--- src/rtl/pfm_pkg.sv ---
// pfm_pkg: constants and carrier types of the pack fet and monitor block
// assumes: one 10 MHz clock, registers reached over the i2c pins only
package pfm_pkg;

    // ------------------------------------------------------------------
    // register offsets and reset values
    // ------------------------------------------------------------------
    localparam logic [7:0] PFM_ADDR_MON      = 8'h03;
    localparam logic [7:0] PFM_ADDR_FET      = 8'h04;
    localparam logic [7:0] PFM_MON_RESET     = 8'h00;
    localparam logic [7:0] PFM_FET_RESET     = 8'h00;

    // ------------------------------------------------------------------
    // field positions and masks
    // ------------------------------------------------------------------
    localparam int         PFM_FLAG_HI_BIT   = 7;
    localparam int         PFM_FLAG_LO_BIT   = 6;
    localparam int         PFM_SEL_MSB       = 3;
    localparam int         PFM_SLEEP_BIT     = 7;
    localparam int         PFM_LDMON_BIT     = 6;
    localparam int         PFM_CHG_FET_BIT   = 1;
    localparam int         PFM_DSG_FET_BIT   = 0;
    localparam logic [7:0] PFM_MON_MASK      = 8'hcf;
    localparam logic [7:0] PFM_FET_MASK      = 8'hc3;

    // ------------------------------------------------------------------
    // monitor select codes
    // ------------------------------------------------------------------
    localparam logic [3:0] PFM_SEL_OFF       = 4'h0;
    localparam logic [3:0] PFM_SEL_MAX       = 4'h9;

    // ------------------------------------------------------------------
    // i2c link
    // ------------------------------------------------------------------
    localparam logic [6:0] PFM_DEV_ADDR_DEF  = 7'h28;
    localparam logic [3:0] PFM_BITS_PER_BYTE = 4'h8;

    // ------------------------------------------------------------------
    // carrier types
    // ------------------------------------------------------------------
    typedef struct packed {
        logic charge_oc;
        logic discharge_oc;
        logic short_circuit;
    } pfm_prot_s;

    typedef struct packed {
        logic charge_oc_auto_off_disable;
        logic discharge_oc_auto_off_disable;
        logic short_circuit_auto_off_disable;
    } pfm_dis_s;

endpackage

--- src/rtl/pfm_hold_reg.sv ---
// pfm_hold_reg: one retained register word with write and clear mask
// assumes: supply kept by the bottom cell, so only resetn and clr_mask clear it
`timescale 1ns/10ps
`default_nettype none
module pfm_hold_reg #(
    parameter int             W     = 8,
    parameter logic [W-1:0]   RESET = '0
) (
    input  wire logic         ref_clk,
    input  wire logic         resetn,
    input  wire logic         wr_en,
    input  wire logic [W-1:0] wr_data,
    input  wire logic [W-1:0] clr_mask,
    output logic      [W-1:0] q
);
    // ------------------------------------------------------------------
    // storage, clear beats write
    // ------------------------------------------------------------------
    always_ff @(posedge ref_clk or negedge resetn) begin
        if (!resetn) begin
            q <= RESET;
        end else begin
            q <= (wr_en ? wr_data : q) & ~clr_mask;
        end
    end
endmodule // pfm_hold_reg
`default_nettype wire

--- src/rtl/pfm_ctrl.sv ---
// pfm_ctrl: i2c slave with monitor select and fet_and_sleep_control registers
// assumes: scl/sda, wake and fault inputs are asynchronous pins;
// auto-off disables come from config logic on ref_clk
//
// Behaviour
// two user flags in bits 7 and 6
// user flags survive regulator switched off
// select 0 idle, 1-7 cells, 8/9 temperatures
// config contents retained while asleep
// writing fet bit 7 forces sleep
// sleep turns off fets, balance, regulator
// sleep clears charge, discharge, balance enables
// sleep bit self clears on wake
// sleep leaves monitor select unchanged
// bit 6 switches load monitor on/off
// bit 1 drives the charge fet
// charge overcurrent clears charge enable unless disabled
// bit 0 drives the discharge fet
// discharge fault clears discharge enable unless disabled
// discharge overcurrent disable stops auto off
// charge overcurrent disable stops auto off
// bad select codes ignored, reserved bits zero
// software writes only defined codes, zero reserved
`timescale 1ns/10ps
`default_nettype none
module pfm_ctrl #(
    parameter logic [6:0] DEV_ADDR = pfm_pkg::PFM_DEV_ADDR_DEF
) (
    input  wire logic             ref_clk,
    input  wire logic             resetn,
    input  wire logic             scl_in,
    input  wire logic             sda_in,
    output logic                  sda_out,
    output logic                  sda_oe_n,
    input  wire pfm_pkg::pfm_prot_s prot_in,
    input  wire pfm_pkg::pfm_dis_s  dis_in,
    input  wire logic             wake_in,
    output logic                  user_flag_high,
    output logic                  user_flag_low,
    output logic [3:0]            monitor_select,
    output logic                  monitor_power_down,
    output logic                  load_monitor_enable,
    output logic                  charge_fet_drive,
    output logic                  discharge_fet_drive,
    output logic                  regulator_enable,
    output logic                  cell_balance_clear
);
    import pfm_pkg::*;

    typedef enum logic [3:0] {
        ST_IDLE, ST_ADDR, ST_ACK_ADDR, ST_PTR, ST_ACK_PTR,
        ST_WR, ST_ACK_WR, ST_RD, ST_ACK_RD
    } pfm_state_e;

    pfm_state_e  st_r;
    logic [1:0]  scl_m_r;
    logic [1:0]  sda_m_r;
    logic        scl_q_r;
    logic        sda_q_r;
    logic [2:0]  prot_m_r;
    pfm_prot_s   prot_r;
    logic        wake_m_r;
    logic        wake_r;
    logic        scl_s;
    logic        sda_s;
    logic        scl_rise;
    logic        scl_fall;
    logic        i2c_start;
    logic        i2c_stop;
    logic [7:0]  sh_r;
    logic [3:0]  cnt_r;
    logic [7:0]  ptr_r;
    logic [7:0]  tx_r;
    logic        rw_r;
    logic        nack_r;
    logic        drive_r;
    logic        wr_r;
    logic [7:0]  wdat_r;
    logic [7:0]  mon_q;
    logic [7:0]  fet_q;
    logic        mon_wr;
    logic        fet_wr;
    logic [7:0]  mon_wdata;
    logic [7:0]  fet_clr;
    logic        sleep_enter;
    logic [3:0]  sel_nxt;
    logic [7:0]  ptr_nxt;

    // ------------------------------------------------------------------
    // input synchronisers
    // ------------------------------------------------------------------
    always_ff @(posedge ref_clk or negedge resetn) begin
        if (!resetn) begin
            scl_m_r  <= 2'h3;
            sda_m_r  <= 2'h3;
            scl_q_r  <= 1'b1;
            sda_q_r  <= 1'b1;
            prot_m_r <= 3'h0;
            prot_r   <= '0;
            wake_m_r <= 1'b0;
            wake_r   <= 1'b0;
        end else begin
            scl_m_r  <= {scl_m_r[0], scl_in};
            sda_m_r  <= {sda_m_r[0], sda_in};
            scl_q_r  <= scl_m_r[1];
            sda_q_r  <= sda_m_r[1];
            prot_m_r <= prot_in;
            prot_r   <= prot_m_r;
            wake_m_r <= wake_in;
            wake_r   <= wake_m_r;
        end
    end

    assign scl_s     = scl_m_r[1];
    assign sda_s     = sda_m_r[1];
    assign scl_rise  = scl_s & ~scl_q_r;
    assign scl_fall  = ~scl_s & scl_q_r;
    assign i2c_start = scl_s & scl_q_r & sda_q_r & ~sda_s;
    assign i2c_stop  = scl_s & scl_q_r & ~sda_q_r & sda_s;
    assign ptr_nxt   = ptr_r + 8'h01;

    // ------------------------------------------------------------------
    // register read mux, reserved bits read zero
    // ------------------------------------------------------------------
    function automatic logic [7:0] reg_read(input logic [7:0] a);
        if (a == PFM_ADDR_MON) begin
            reg_read = mon_q & PFM_MON_MASK;
        end else if (a == PFM_ADDR_FET) begin
            reg_read = fet_q & PFM_FET_MASK;
        end else begin
            reg_read = 8'h00;
        end
    endfunction

    // ------------------------------------------------------------------
    // i2c bit shifter
    // ------------------------------------------------------------------
    always_ff @(posedge ref_clk or negedge resetn) begin
        if (!resetn) begin
            sh_r   <= 8'h00;
            nack_r <= 1'b0;
        end else if (scl_rise) begin
            sh_r   <= {sh_r[6:0], sda_s};
            nack_r <= sda_s;
        end
    end

    // ------------------------------------------------------------------
    // i2c byte state machine
    // ------------------------------------------------------------------
    always_ff @(posedge ref_clk or negedge resetn) begin
        if (!resetn) begin
            st_r   <= ST_IDLE;
            cnt_r  <= 4'h0;
            ptr_r  <= 8'h00;
            tx_r   <= 8'h00;
            rw_r   <= 1'b0;
            wr_r   <= 1'b0;
            wdat_r <= 8'h00;
        end else begin
            wr_r <= 1'b0;
            if (i2c_start) begin
                st_r  <= ST_ADDR;
                cnt_r <= 4'h0;
            end else if (i2c_stop) begin
                st_r <= ST_IDLE;
            end else if (scl_rise) begin
                cnt_r <= cnt_r + 4'h1;
            end else if (scl_fall) begin
                case (st_r)
                    ST_ADDR: begin
                        if (cnt_r == PFM_BITS_PER_BYTE) begin
                            if (sh_r[7:1] == DEV_ADDR) begin
                                st_r <= ST_ACK_ADDR;
                                rw_r <= sh_r[0];
                            end else begin
                                st_r <= ST_IDLE;
                            end
                        end
                    end
                    ST_ACK_ADDR: begin
                        cnt_r <= 4'h0;
                        tx_r  <= reg_read(ptr_r);
                        st_r  <= rw_r ? ST_RD : ST_PTR;
                    end
                    ST_PTR: begin
                        if (cnt_r == PFM_BITS_PER_BYTE) begin
                            ptr_r <= sh_r;
                            st_r  <= ST_ACK_PTR;
                        end
                    end
                    ST_ACK_PTR: begin
                        cnt_r <= 4'h0;
                        st_r  <= ST_WR;
                    end
                    ST_WR: begin
                        if (cnt_r == PFM_BITS_PER_BYTE) begin
                            wr_r   <= 1'b1;
                            wdat_r <= sh_r;
                            st_r   <= ST_ACK_WR;
                        end
                    end
                    ST_ACK_WR: begin
                        cnt_r <= 4'h0;
                        ptr_r <= ptr_nxt;
                        st_r  <= ST_WR;
                    end
                    ST_RD: begin
                        if (cnt_r == PFM_BITS_PER_BYTE) begin
                            st_r <= ST_ACK_RD;
                        end else begin
                            tx_r <= {tx_r[6:0], 1'b0};
                        end
                    end
                    ST_ACK_RD: begin
                        if (nack_r) begin
                            st_r <= ST_IDLE;
                        end else begin
                            cnt_r <= 4'h0;
                            ptr_r <= ptr_nxt;
                            tx_r  <= reg_read(ptr_nxt);
                            st_r  <= ST_RD;
                        end
                    end
                    default: begin
                        st_r <= ST_IDLE;
                    end
                endcase
            end
        end
    end

    // ------------------------------------------------------------------
    // sda driver, open drain
    // ------------------------------------------------------------------
    always_ff @(posedge ref_clk or negedge resetn) begin
        if (!resetn) begin
            drive_r <= 1'b0;
        end else begin
            drive_r <= (st_r == ST_ACK_ADDR) || (st_r == ST_ACK_PTR) ||
                       (st_r == ST_ACK_WR) || ((st_r == ST_RD) && !tx_r[7]);
        end
    end

    assign sda_out  = 1'b0;
    assign sda_oe_n = ~drive_r;

    // ------------------------------------------------------------------
    // register write and hardware clear terms
    // ------------------------------------------------------------------
    assign mon_wr      = wr_r && (ptr_r == PFM_ADDR_MON);
    assign fet_wr      = wr_r && (ptr_r == PFM_ADDR_FET);
    assign sleep_enter = fet_wr && wdat_r[PFM_SLEEP_BIT] &&
                         !fet_q[PFM_SLEEP_BIT];
    // undefined select codes keep the old code
    assign sel_nxt     = (wdat_r[3:0] <= PFM_SEL_MAX) ?
                         wdat_r[3:0] : mon_q[3:0];
    assign mon_wdata   = {wdat_r[7:4], sel_nxt} & PFM_MON_MASK;

    always_comb begin
        fet_clr = 8'h00;
        fet_clr[PFM_CHG_FET_BIT] = sleep_enter ||
            (prot_r.charge_oc &&
             !dis_in.charge_oc_auto_off_disable);
        fet_clr[PFM_DSG_FET_BIT] = sleep_enter ||
            (prot_r.discharge_oc &&
             !dis_in.discharge_oc_auto_off_disable) ||
            (prot_r.short_circuit &&
             !dis_in.short_circuit_auto_off_disable);
        fet_clr[PFM_SLEEP_BIT] = fet_q[PFM_SLEEP_BIT] && wake_r;
    end

    // retained words, never cleared by the regulator going off
    pfm_hold_reg #(.W(8), .RESET(PFM_MON_RESET)) u_mon_reg (
        .ref_clk  (ref_clk),
        .resetn   (resetn),
        .wr_en    (mon_wr),
        .wr_data  (mon_wdata),
        .clr_mask (8'h00),
        .q        (mon_q)
    );

    pfm_hold_reg #(.W(8), .RESET(PFM_FET_RESET)) u_fet_reg (
        .ref_clk  (ref_clk),
        .resetn   (resetn),
        .wr_en    (fet_wr),
        .wr_data  (wdat_r & PFM_FET_MASK),
        .clr_mask (fet_clr),
        .q        (fet_q)
    );

    // ------------------------------------------------------------------
    // registered outputs
    // ------------------------------------------------------------------
    always_ff @(posedge ref_clk or negedge resetn) begin
        if (!resetn) begin
            user_flag_high      <= 1'b0;
            user_flag_low       <= 1'b0;
            monitor_select      <= PFM_SEL_OFF;
            monitor_power_down  <= 1'b1;
            load_monitor_enable <= 1'b0;
            charge_fet_drive    <= 1'b0;
            discharge_fet_drive <= 1'b0;
            regulator_enable    <= 1'b1;
            cell_balance_clear  <= 1'b0;
        end else begin
            user_flag_high      <= mon_q[PFM_FLAG_HI_BIT];
            user_flag_low       <= mon_q[PFM_FLAG_LO_BIT];
            monitor_select      <= mon_q[PFM_SEL_MSB:0];
            monitor_power_down  <= (mon_q[3:0] == PFM_SEL_OFF);
            load_monitor_enable <= fet_q[PFM_LDMON_BIT];
            charge_fet_drive    <= fet_q[PFM_CHG_FET_BIT] &&
                                   !fet_q[PFM_SLEEP_BIT];
            discharge_fet_drive <= fet_q[PFM_DSG_FET_BIT] &&
                                   !fet_q[PFM_SLEEP_BIT];
            regulator_enable    <= !fet_q[PFM_SLEEP_BIT];
            cell_balance_clear  <= sleep_enter;
        end
    end

    // ------------------------------------------------------------------
    // assertions
    // ------------------------------------------------------------------
    property p_flags_write;
        @(posedge ref_clk) disable iff (!resetn)
        mon_wr |=> (mon_q[7:6] == $past(wdat_r[7:6])) ##1
                   (user_flag_high == mon_q[7]);
    endproperty
    a_flags_write: assert property (p_flags_write)
        else $error("user flags not taken from write");

    property p_flags_retained;
        @(posedge ref_clk) disable iff (!resetn)
        (!regulator_enable && !mon_wr) |=> $stable(mon_q[7:6]);
    endproperty
    a_flags_retained: assert property (p_flags_retained)
        else $error("user flags lost while regulator off");

    property p_sel_power;
        @(posedge ref_clk) disable iff (!resetn)
        ##1 monitor_power_down == (monitor_select == PFM_SEL_OFF);
    endproperty
    a_sel_power: assert property (p_sel_power)
        else $error("monitor power down does not follow select");

    property p_sleep_set;
        @(posedge ref_clk) disable iff (!resetn)
        sleep_enter && !wake_r |=> fet_q[7] ##1 !regulator_enable;
    endproperty
    a_sleep_set: assert property (p_sleep_set)
        else $error("sleep write did not reach sleep");

    property p_sleep_outputs;
        @(posedge ref_clk) disable iff (!resetn)
        fet_q[7] |=> !charge_fet_drive && !discharge_fet_drive &&
                     !regulator_enable;
    endproperty
    a_sleep_outputs: assert property (p_sleep_outputs)
        else $error("drive left on in sleep");

    property p_sleep_clears;
        @(posedge ref_clk) disable iff (!resetn)
        sleep_enter |=> (fet_q[1:0] == 2'h0) && cell_balance_clear;
    endproperty
    a_sleep_clears: assert property (p_sleep_clears)
        else $error("sleep did not clear enables");

    property p_wake_clears;
        @(posedge ref_clk) disable iff (!resetn)
        fet_q[7] && wake_r |=> !fet_q[7];
    endproperty
    a_wake_clears: assert property (p_wake_clears)
        else $error("sleep bit kept after wake");

    property p_sleep_keeps_sel;
        @(posedge ref_clk) disable iff (!resetn)
        sleep_enter && !mon_wr |=> $stable(mon_q[3:0]);
    endproperty
    a_sleep_keeps_sel: assert property (p_sleep_keeps_sel)
        else $error("sleep changed monitor select");

    property p_ldmon;
        @(posedge ref_clk) disable iff (!resetn)
        fet_wr |=> ##1 load_monitor_enable == $past(wdat_r[6], 2);
    endproperty
    a_ldmon: assert property (p_ldmon)
        else $error("load monitor enable not written");

    property p_chg_auto_off;
        @(posedge ref_clk) disable iff (!resetn)
        prot_r.charge_oc && !dis_in.charge_oc_auto_off_disable
        |=> !fet_q[1] ##1 !charge_fet_drive;
    endproperty
    a_chg_auto_off: assert property (p_chg_auto_off)
        else $error("charge fet kept on in overcurrent");

    property p_dsg_auto_off;
        @(posedge ref_clk) disable iff (!resetn)
        (prot_r.discharge_oc && !dis_in.discharge_oc_auto_off_disable) ||
        (prot_r.short_circuit && !dis_in.short_circuit_auto_off_disable)
        |=> !fet_q[0] ##1 !discharge_fet_drive;
    endproperty
    a_dsg_auto_off: assert property (p_dsg_auto_off)
        else $error("discharge fet kept on in fault");

    property p_reserved_zero;
        @(posedge ref_clk) disable iff (!resetn)
        (mon_q[5:4] == 2'h0) && (fet_q[5:2] == 4'h0) &&
        (mon_q[3:0] <= PFM_SEL_MAX);
    endproperty
    a_reserved_zero: assert property (p_reserved_zero)
        else $error("reserved bits or bad code stored");

endmodule // pfm_ctrl
`default_nettype wire

--- config.mk ---
export PLATFORM = sky130hd
export DESIGN_NAME = pfm_ctrl
export DESIGN_NICKNAME = d
export VERILOG_FILES = /design/src/rtl/pfm_pkg.sv /design/src/rtl/pfm_hold_reg.sv /design/src/rtl/pfm_ctrl.sv
export SDC_FILE = /design/constraint.sdc
export NUM_CORES = 1
export LEC_CHECK = 0
export BUFFER_PORTS_ARGS = -buffer_cell sky130_fd_sc_hd__buf_2
export CORE_ASPECT_RATIO = 1.1
export CORE_MARGIN = 5
export CORE_UTILIZATION = 57
export CTS_BUF_LIST = sky130_fd_sc_hd__clkbuf_2
export DETAILED_ROUTE_END_ITERATION = 8
export PLACE_DENSITY = 0.79
export SYNTH_ARGS = -nofsm -noshare
export SYNTH_HDL_FRONTEND = slang
export SYNTH_HIERARCHICAL = 1
export SYNTH_SLANG_ARGS = --single-unit
--- constraint.sdc ---
create_clock -name ref_clk -period 2 [get_ports ref_clk]
set_clock_uncertainty 0.2 [all_clocks]
set_input_delay 0.1 -clock ref_clk [delete_from_list [all_inputs] [get_ports ref_clk]]
set_output_delay 0.1 -clock ref_clk [all_outputs]
set_load 0.005 [all_outputs]
==> results by group, run 1 <==
Global routing
  – Largest net degree at the start of global routing: 33
  – Number of antenna violations at the first check in global routing: 1
  – Grt total ovfl: 0
  – Wire length of the first global-routing pass: about 16,000 µm
  – Vias in the first global route: 3,343
  – Total GRT Usage: 0.258

Status
  – Result of the run: finished with violations
  – Violations in the final reports: setup timing

Setup path
  – Worst Path Required: ~2300 ps
  – Max Fanout on Critical Path: 5
  – Worst setup path start: ptr_r[1]$_DFFE_PN0P_
  – Length in cells of the worst reg-to-reg path: 8
  – Worst setup SP type: register
  – Reg-to-reg slack, setup: -170 ps
  – Arrival time worst endpoint: ~2500 ps
  – Destination of the critical timing path: tx_r[6]$_DFFE_PN0P_
  – Critical R2R Capture: tx_r[6]$_DFFE_PN0P_
  – Path type of the worst setup path: reg2reg
  – Crit Reg-Reg Startpoint: ptr_r[1]$_DFFE_PN0P_
  – Critical path capture point type: register

Routing
  – Total number of vias: around 3,400
  – DRC violations left: 0
  – Number of nets with antenna violations after routing: 0
  – TritonRoute pass-1 iters: 5
  – Drt first-iter violations: approximately 340
  – Post-DR vias/cell: 6.03
  – Routed len/inst: approximately 20 µm
  – Drt total wl: 11,500 µm

Final layout
  – Net total in the final layout: between 500 and 600
  – Synth-to-layout area growth: 41.1%
  – Fraction of final layout cells sized beyond drive strength 1: 0.447
  – Post-Route Utilization: 0.815
  – Final non-filler cell total: roughly 570

Floorplan
  – Full die area: roughly 0.0083 mm²
  – Core Box Area: around 0.0065 mm²
  – Row count: 31
  – Height of the die: between 90 and 100 µm
  – Initial Utilization: 0.578
  – I/O pin count: 25
  – Width of the die: ~87 µm

Clocking
  – CTS tree: built
  – Clock-pin slew on the worst setup and hold paths: 240 ps
  – CTS Buffer Depth: 2
  – Clock Tree Root: sky130_fd_sc_hd__clkbuf_2
  – Inserted Clock Buffers: 9
  – Sink Count: 77
  – Clock latency reported for the late side of the worst-skew pair: just under 600 ps
  – H-Tree Depth: 3

Placement
  – Number of cells in the design after placement: 510
  – Half-perimeter wire length after detailed placement: approximately 5900 µm
  – Last weighted congestion value of the routability-driven placer: ~0.86
  – Port Buffer Count: 23

Timing
  – Setup repair after global routing missed its margin: yes
  – Final critical path time including I/O delays and setup: ~2200 ps
  – Aggregate negative setup slack: -3080 ps
  – Setup WS post-layout: -174 ps
  – Period utilization: 1.09
  – Setup Viol. Count Final: 34
  – Final hold violation count: 0
  – Max Slew Vio Count: 0
  – Highest achievable clock rate: 460 MHz

Hold path
  – HP Class: in2reg

Synth
  – Summed instance area of the synthesized netlist: 0.00374 mm²
  – Post-synthesis instance total: about 360
  – Average footprint of a synthesized cell: about 10 µm²
  – Synth warnings: 6

Power and ir drop
  – VDD IR max: approximately 0.84 mV
  – Total power per unit cell area: a little over 1000 mW/mm²
  – Leakage: between 2 and 2.5 nW

Run
  – Max-cap violations: 0
[power by group]
group          total (mW)  switching (mW)  internal, mW
registers            2.13           0.317          1.81
logic                2.25            1.16          1.09
clock network       0.949           0.640         0.309
total                5.33            2.12          3.21
[final cells by class]
type / count / area, µm²
flip-flops and latches: 77 / 1940
diodes: 1 / 2.50
fillers: 330 / 1200
clock buffers: 9 / 45.0
repair buffers: 119 / 973
multi-input cells: 254 / 2060
well taps: 82 / 103
clock inverters: 7 / 80.1
inverters: 19 / 71.3
[cell usage in the layout, fill, tap and decap left out, drive strengths merged, types with 9 or more instances in the layout]
cell         instances
clkbuf               9
buf                102
o21ai               23
inv                 23
mux2                18
mux2i               12
nand2               31
a21oi               28
nor2                36
dfrtp               69
ha                  10
dlygate4sd3         17
nand3               13
[timing repair]
item                                    in CTS  in global routing
cloned                                       2                  0
endpoints found under the setup margin      28                 40
resized for setup                           63                 54
hold endpoints to repair                    85                  0
hold buffers                                18                  0
pin swaps                                   35                 44
setup buffers                               12                 11
[flip-flops by register name, indices dropped and copies added (netlist names), 2 cells and up]
register        flops
st_r                4
sda_m_r             2
ptr_r               8
u_mon_reg/q         6
scl_m_r             2
tx_r                8
prot_r              3
u_fet_reg/q         4
wdat_r              6
cnt_r               4
sh_r                8
monitor_select      4
prot_m_r            3
[worst min path at each step]
stage                          from                           end  slack (ps)  cells past startpoint
final                     dis_in[2]      u_fet_reg/q[1]$_DFF_PN0_         150                      4
after global routing      dis_in[2]      u_fet_reg/q[1]$_DFF_PN0_         130                      4
after CTS                 dis_in[0]      u_fet_reg/q[0]$_DFF_PN0_         140                      4
after detailed placement     resetn             drive_r$_DFF_PN0_        -120                      1
after global placement       resetn             drive_r$_DFF_PN0_        -120                      1
after floorplan              resetn  cell_balance_clear$_DFF_PN0_        -400                      0
[metal layers]
metal | global-route usage | part of all wire | wire [µm]
met2 | 0.413 | 0.51 | 5830
met5 | 0 | 0 | 0
met4 | 0.148 | 0.058 | 671
met1 | 0.320 | 0.38 | 4370
met3 | 0.0558 | 0.054 | 623
[metrics by stage]
| step | instance area [µm²] | setup slack, ps | hold slack [ps] | power, mW |
|---|---|---|---|---|
| 3_3_place_gp | 4350 | -121 | -122 | 3.58 |
| 2_1_floorplan | 3810 | -118 | -396 | 3.00 |
| 3_5_place_dp | 4350 | -170 | -121 | 3.65 |
| 6_report | 5280 | -174 | 149 | 5.33 |
| 4_1_cts | 4980 | -121 | 141 | 4.85 |
| 5_1_grt | 5280 | -247 | 127 | 5.57 |
[worst max-delay path, cell delays in order (launching register included)]
cell	delay, ps
sky130_fd_sc_hd__dfrtp_1	490
sky130_fd_sc_hd__and4_4	270
sky130_fd_sc_hd__and2_4	160
sky130_fd_sc_hd__a31oi_4	110
sky130_fd_sc_hd__buf_6	140
sky130_fd_sc_hd__a2111oi_4	330
sky130_fd_sc_hd__buf_6	190
sky130_fd_sc_hd__o21ai_2	50
sky130_fd_sc_hd__a21oi_1	180
Power figures use the tool's default switching activity.
==> run 2, diff against run 1 <==
CORE_UTILIZATION = 68   (was 57)
PLACE_DENSITY = 0.88   (was 0.79)
clock period = 2.7 ns   (was 2 ns; I/O delays follow)
==> run 2 against run 1 <==
Net effect: the run now ends clean; worst hold slack worse by 120 ps; first-iteration DRC count down 18%; final area down 20%; flip-flop and latch count unchanged; critical path type unchanged; highest routed layer unchanged.
==> results by group, run 2 (synthesis results as in run 1) <==
Timing
  – Highest achievable clock rate: 399 MHz (-13%)
  – Setup WS post-layout: 194 ps (+368 ps)
  – Period utilization: 0.928 (-0.159)
  – Max Slew Vio Count: 0 (unchanged)
  – Max-slew headroom: 0.375
  – Setup Viol. Count Final: 0 (-100%)
  – Actual transition at the worst max-transition pin: ~940 ps
  – Final critical path time including I/O delays and setup: 2510 ps (+332 ps)
  – Aggregate negative setup slack: 0 ps (+3080 ps)
  – Final hold violation count: 0 (unchanged)

Routing
  – Number of nets with antenna violations after routing: 0 (unchanged)
  – DRC violations left: 0 (unchanged)
  – Total number of vias: 2,889 (-16%)
  – TritonRoute pass-1 iters: 5 (unchanged)
  – Routed len/inst: 16.9 µm (-16%)
  – Drt total wl: 8150 µm (-29%)
  – Post-DR vias/cell: 5.99 (-0.63%)
  – Drt first-iter violations: 274 (-18%)

Power and ir drop
  – Total power per unit cell area: 767 mW/mm² (-24%)
  – Leakage: 1.91 nW (-19%)
  – Total power: 3.24 mW (-39%)
  – VDD IR max: 0.521 mV (-38%)

Final layout
  – Synth-to-layout area growth: 12.8%
  – Final non-filler cell total: 482 (-15%)
  – Top library cells by usage in the layout, fill and taps aside: sky130_fd_sc_hd__dfrtp_1, sky130_fd_sc_hd__nor2_1, sky130_fd_sc_hd__nand2_1
  – Diodes inserted: 0 (-1)
  – Net total in the final layout: 423 (-16%)
  – Post-Route Utilization: 0.787 (-0.0278)
  – Fraction of final layout cells sized beyond drive strength 1: 0.199 (-0.248)
  – Biggest registers after layout: ptr_r (8), sh_r (8), tx_r (8)
  – Most common library cell in the layout ignoring fill and taps: sky130_fd_sc_hd__dfrtp_1

Setup path
  – Critical path capture point type: register
  – Arrival time worst endpoint: 2730 ps (+240 ps)
  – List of cells traversed by the critical path: or2_2 -> nor4_1 -> nand2_1 -> nor2_1 -> buf_4 -> mux2i_1 -> nor2_1
  – Max Fanout on Critical Path: 8 (+3)
  – Critical Path Max Stage Delay: 510 ps (+20 ps)
  – Worst setup SP type: register
  – Master of the slowest instance on the critical path: sky130_fd_sc_hd__dfrtp_1
  – Worst Path Required: 2920 ps (+610 ps)
  – Path type of the worst setup path: reg2reg
  – Most numerous cell on the critical path: sky130_fd_sc_hd__nor2_1

Floorplan
  – Initial Utilization: 0.698 (+0.120)
  – I/O pin count: 25 (unchanged)
  – Width of the die: 80.7 µm (-7.5%)
  – Core Box Area: 0.00536 mm² (-17%)
  – Height of the die: 87.8 µm (-7.6%)
  – Full die area: 0.00709 mm² (-14%)
  – Row count: 28 (-9.7%)

Clocking
  – Clock-pin slew on the worst setup and hold paths: 210 ps (-30 ps)
  – Post-CTS setup buffer count: 0 (-12)
  – CTS Buffer Depth: 2 (unchanged)
  – Clock Tree Root: sky130_fd_sc_hd__clkbuf_2
  – Inserted Clock Buffers: 9 (unchanged)
  – Sink Count: 77 (unchanged)
  – H-Tree Depth: 3 (unchanged)
  – CTS tree: built
  – Clock latency reported for the late side of the worst-skew pair: 520 ps (-60 ps)

Global routing
  – Largest net degree at the start of global routing: 78 (+140%)
  – Number of antenna violations at the first check in global routing: 0 (-1)
  – Vias in the first global route: 2,935 (-12%)
  – Global-route track usage on met1: 0.337 (+0.0174)
  – Met2 layer usage reported by global route: 0.411 (-0.00217)
  – Grt peak-use layer: met2
  – Routing usage on met3: 0.0607 (+0.00485)
  – Total GRT Usage: 0.262 (+0.00397)
  – Wire length of the first global-routing pass: 14,000 µm (-13%)
  – Grt total ovfl: 0 (unchanged)

Placement
  – Number of cells in the design after placement: 455 (-11%)
  – Placement Setup Slack: 183 ps (+353 ps)
  – Half-perimeter wire length after detailed placement: 5400 µm (-9.0%)
  – Port Buffer Count: 23 (unchanged)
  – Last weighted congestion value of the routability-driven placer: 0.898 (+4.3%)

Hold path
  – HP Class: in2reg

Run
  – Max-cap violations: 0 (unchanged)

Status
  – Result of the run: complete, no violations
## run 2: cell count changes in the layout (fill, tap and decap cells not counted), sizes merged
cell	delta
buf	-71
dlygate4sd3	-6
inv	-3
bufinv	+2
a221o	-1
clkbuf	+1
diode	-1
## run 2: final cells by class
| cell class | instances | area (µm²) |
|---|---|---|
| clock buffers | 10 | 50.0 |
| multi-input cells | 253 | 1670 |
| flip-flops and latches | 77 | 1940 |
| inverters | 19 | 71.3 |
| repair buffers | 42 | 288 |
| fillers | 323 | 1140 |
| clock inverters | 6 | 110 |
| well taps | 75 | 93.8 |
## run 2: routing by layer
layer	up-vias	wire length (µm)
met5	-	0
met4	0	370
li1	1343	-
met2	131	3950
met3	38	465
met1	1377	3370
## run 2: timing repair
item | in CTS | in global routing
hold endpoints to repair | 78 | 1
gates resized for setup | 0 | 1
hold buffers | 10 | 1
endpoints found under the setup margin | 0 | 3
## run 2: critical path: cells and delay by family, from the launching register on
family / cells / cell delay (ps)
and+or+nand+nor: 5 / 1220
DFF: 1 / 510
buffers and inverters: 1 / 200
muxes: 1 / 280
## run 2: through the flow
step | instance area, µm² | hold WS, ps
2_1_floorplan | 3770 | -361
3_3_place_gp | 3940 | 40.2
3_5_place_dp | 3940 | 41.6
4_1_cts | 4200 | 17.0
5_1_grt | 4220 | 2.81
6_report | 4220 | 33.4
## run 2: worst paths after layout
| kind | from | endpoint | slack [ps] | depth (start not counted) |
|---|---|---|---|---|
| worst max register to register | ptr_r[5]$_DFFE_PN0P_ | u_mon_reg/q[6]$_DFF_PN0_ | 190 | 7 |
| min in group asynchronous | resetn | ptr_r[3]$_DFFE_PN0P_ | 70 | 2 |
| worst min-delay path | wake_in | wake_m_r$_DFF_PN0_ | 30 | 2 |
| max in group asynchronous | resetn | u_mon_reg/q[6]$_DFF_PN0_ | 1640 | 2 |
| worst max-delay path | ptr_r[5]$_DFFE_PN0P_ | u_mon_reg/q[6]$_DFF_PN0_ | 190 | 7 |
| worst min register to register | sda_m_r[0]$_DFF_PN1_ | sda_m_r[1]$_DFF_PN1_ | 170 | 0 |
## run 2: power breakdown
group / internal (mW) / switching [mW] / leakage (nW) / total [mW]
logic: 0.357 / 0.442 / 0.830 / 0.800
clock network: 0.403 / 0.409 / 0.0902 / 0.812
registers: 1.34 / 0.287 / 0.988 / 1.63
==> run 3, diff against run 2 <==
BUFFER_PORTS_ARGS = unset   (was -buffer_cell sky130_fd_sc_hd__buf_2)
CORE_UTILIZATION = 70   (was 68)
DONT_BUFFER_PORTS = 1   (was unset)
PLACE_DENSITY = 0.86   (was 0.88)
==> run 3 against run 2 <==
Net effect: register-to-register slack got worse by 20 ps; critical path depth unchanged; combinational power increased by 0.6%; non-clock buffer count decreased by 17; largest power group unchanged.
==> results by group, run 3 (synthesis results as in run 1) <==
Final layout
  – Synth-to-layout area growth: 12.1%
  – Net total in the final layout: 406 (-4.0%)
  – Top library cells by usage in the layout, fill and taps aside: sky130_fd_sc_hd__dfrtp_1, sky130_fd_sc_hd__nor2_1, sky130_fd_sc_hd__nand2_1
  – Combined area of the multi-input logic cells: 0.00168 mm² (+0.30%)
  – Diodes inserted: 0 (unchanged)
  – Post-Route Utilization: 0.793 (+0.00570)
  – Sequential cell area: 0.00194 mm² (unchanged)
  – Biggest registers after layout: ptr_r (8), sh_r (8), tx_r (8)
  – Most common library cell in the layout ignoring fill and taps: sky130_fd_sc_hd__dfrtp_1
  – Fraction of final layout cells sized beyond drive strength 1: 0.156 (-0.0426)
  – Number of fill cells in the layout: 335 (+3.7%)

Clocking
  – CTS tree: built
  – CTS Buffer Depth: 2 (unchanged)
  – Post-CTS setup buffer count: 0 (unchanged)
  – H-Tree Depth: 3 (unchanged)
  – Clock-pin slew on the worst setup and hold paths: 230 ps (+20 ps)
  – Inserted Clock Buffers: 9 (unchanged)
  – Clock Tree Root: sky130_fd_sc_hd__clkbuf_2
  – Clock latency reported for the late side of the worst-skew pair: 540 ps (+20 ps)
  – Sink Count: 77 (unchanged)

Timing
  – Period utilization: 0.937 (+0.00880)
  – Aggregate negative setup slack: 0 ps (unchanged)
  – Final critical path time including I/O delays and setup: 2530 ps (+23.8 ps)
  – Max-slew headroom: 0.593 (+0.219)
  – Max Slew Vio Count: 0 (unchanged)
  – Actual transition at the worst max-transition pin: 608 ps (-330 ps)
  – Highest achievable clock rate: 395 MHz (-0.94%)
  – Setup WS post-layout: 170 ps (-23.8 ps)
  – Setup Viol. Count Final: 0 (unchanged)
  – Final worst hold slack: 153 ps (+119 ps)
  – Final hold violation count: 0 (unchanged)

Run
  – Max-cap violations: 0 (unchanged)

Global routing
  – Grt total ovfl: 0 (unchanged)
  – Total GRT Usage: 0.259 (-0.00241)
  – Vias in the first global route: 2,662 (-9.3%)
  – Largest net degree at the start of global routing: 78 (unchanged)
  – Wire length of the first global-routing pass: 13,500 µm (-3.5%)
  – Number of antenna violations at the first check in global routing: 0 (unchanged)

Placement
  – Last weighted congestion value of the routability-driven placer: 0.904 (+0.62%)
  – Half-perimeter wire length after detailed placement: 5130 µm (-5.0%)
  – Port Buffer Count: 0 (-100%)
  – Placement Setup Slack: 190 ps (+6.69 ps)

Hold path
  – Start point of the worst hold path: dis_in[2]
  – HP Class: in2reg
  – WHS Path Cells: 3 (+1)
  – Hold worst-path end: u_fet_reg/q[1]$_DFF_PN0_

Setup path
  – Length in cells of the worst reg-to-reg path: 7 (unchanged)
  – Path type of the worst setup path: reg2reg
  – Critical path capture point type: register
  – Critical R2R Capture: tx_r[2]$_DFFE_PN0P_
  – Crit Reg-Reg Startpoint: ptr_r[1]$_DFFE_PN0P_
  – Max Fanout on Critical Path: 7 (-1)
  – Arrival time worst endpoint: 2800 ps (+70 ps)
  – Reg-to-reg slack, setup: 170 ps (-20 ps)
  – Worst setup SP type: register
  – Worst Path Required: 2970 ps (+50 ps)

Routing
  – Drt total wl: 7990 µm (-2.0%)
  – Routed len/inst: 17.2 µm (+1.6%)
  – Number of nets with antenna violations after routing: 0 (unchanged)
  – Total number of vias: 2,800 (-3.1%)
  – Drt first-iter violations: 279 (+1.8%)
  – Post-DR vias/cell: 6.02 (+0.46%)
  – DRC violations left: 0 (unchanged)
  – TritonRoute pass-1 iters: 5 (unchanged)

Power and ir drop
  – Switching Fraction: 0.353 (+0.00102)
  – Leakage: 1.83 nW (-4.0%)
  – Total power per unit cell area: 776 mW/mm² (+1.2%)
  – Proportion of power drawn by flip-flops and latches: 0.501 (about the same)
  – Combinational group share of total power: 0.247 (about the same)
  – Total power: 3.26 mW (+0.61%)
  – VDD IR max: 0.630 mV (+21%)
  – Net Switching: 1.15 mW (+0.90%)
  – Internal portion of total power: 2.11 mW (+0.45%)
  – Share of total power in the clock network: 0.252 (about the same)

Floorplan
  – Row count: 28 (unchanged)
  – Full die area: 0.00691 mm² (-2.5%)
  – Height of the die: 86.7 µm (-1.3%)
  – Width of the die: 79.7 µm (-1.3%)
  – Initial Utilization: 0.707 (+0.00925)
  – I/O pin count: 25 (unchanged)
  – Core Box Area: 0.00529 mm² (-1.3%)

Status
  – Result of the run: complete, no violations
run 3: changes by cell type in the layout (fill, tap and decap cells not counted):
cell / delta
sky130_fd_sc_hd__buf_16: +1
sky130_fd_sc_hd__buf_2: -22
sky130_fd_sc_hd__buf_4: -2
sky130_fd_sc_hd__clkbuf_2: -1
sky130_fd_sc_hd__clkinv_1: -1
sky130_fd_sc_hd__clkinv_4: +1
sky130_fd_sc_hd__clkinvlp_4: +1
sky130_fd_sc_hd__dlygate4sd3_1: +6
sky130_fd_sc_hd__ha_1: -1
sky130_fd_sc_hd__ha_2: +1
sky130_fd_sc_hd__nor2_1: -1
sky130_fd_sc_hd__nor2_2: +1
run 3: per-layer routing:
metal / vias up / track usage / share of wire
li1: 1311 / - / -
met1: 1383 / 0.353 / 0.42
met2: 89 / 0.407 / 0.50
met3: 17 / 0.0593 / 0.054
met4: 0 / 0.100 / 0.022
met5: - / 0 / 0
run 3: what timing repair did:
action                                  CTS  global route
endpoints found under the setup margin    0             6
hold buffers                             18             0
resized for setup                         0             3
endpoints found under the hold margin    85             0
run 3: critical path, stage by stage (launching register included):
cell	delay [ps]
sky130_fd_sc_hd__dfrtp_1	510
sky130_fd_sc_hd__ha_2	290
sky130_fd_sc_hd__nand3_1	130
sky130_fd_sc_hd__nor2_1	240
sky130_fd_sc_hd__a22oi_1	200
sky130_fd_sc_hd__a2111oi_4	460
sky130_fd_sc_hd__o21ai_0	190
sky130_fd_sc_hd__a31oi_1	240
run 3: cell type report:
| class | instances | area share |
|---|---|---|
| Sequential cell | 77 | 0.462 |
| Multi-Input combinational cell | 253 | 0.399 |
| Clock buffer | 9 | 0.0107 |
| Tap cell | 75 | 0.0224 |
| Clock inverter | 7 | 0.0292 |
| Timing Repair Buffer | 25 | 0.0596 |
| Inverter | 19 | 0.0170 |
run 3: power by group through the flow:
stage | registers [mW] | clock network (mW) | logic, mW
2_1_floorplan | 1.49 | 0 | 0.710
3_3_place_gp | 1.62 | 0 | 0.714
3_5_place_dp | 1.64 | 0 | 0.736
4_1_cts | 1.62 | 0.830 | 0.792
5_1_grt | 1.67 | 0.888 | 0.904
6_report | 1.63 | 0.820 | 0.805
run 3: worst max path at each step:
| stage | from | endpoint | slack (ps) | cells past startpoint |
|---|---|---|---|---|
| global placement | ptr_r[5]$_DFFE_PN0P_ | u_fet_reg/q[0]$_DFF_PN0_ | 340 | 7 |
| global route | ptr_r[1]$_DFFE_PN0P_ | tx_r[2]$_DFFE_PN0P_ | -20 | 7 |
| CTS | ptr_r[1]$_DFFE_PN0P_ | tx_r[6]$_DFFE_PN0P_ | 160 | 7 |
| finish | ptr_r[1]$_DFFE_PN0P_ | tx_r[2]$_DFFE_PN0P_ | 170 | 7 |
| detailed placement | ptr_r[1]$_DFFE_PN0P_ | tx_r[6]$_DFFE_PN0P_ | 190 | 7 |
| floorplan | st_r[1]$_DFFE_PN0P_ | ptr_r[0]$_DFFE_PN0P_ | 540 | 6 |
run 3: per-stage QoR:
step           std cells  area, µm²
2_1_floorplan        365       3770
3_3_place_gp         431       3820
3_5_place_dp         431       3820
4_1_cts              465       4180
5_1_grt              465       4200
6_report             465       4200
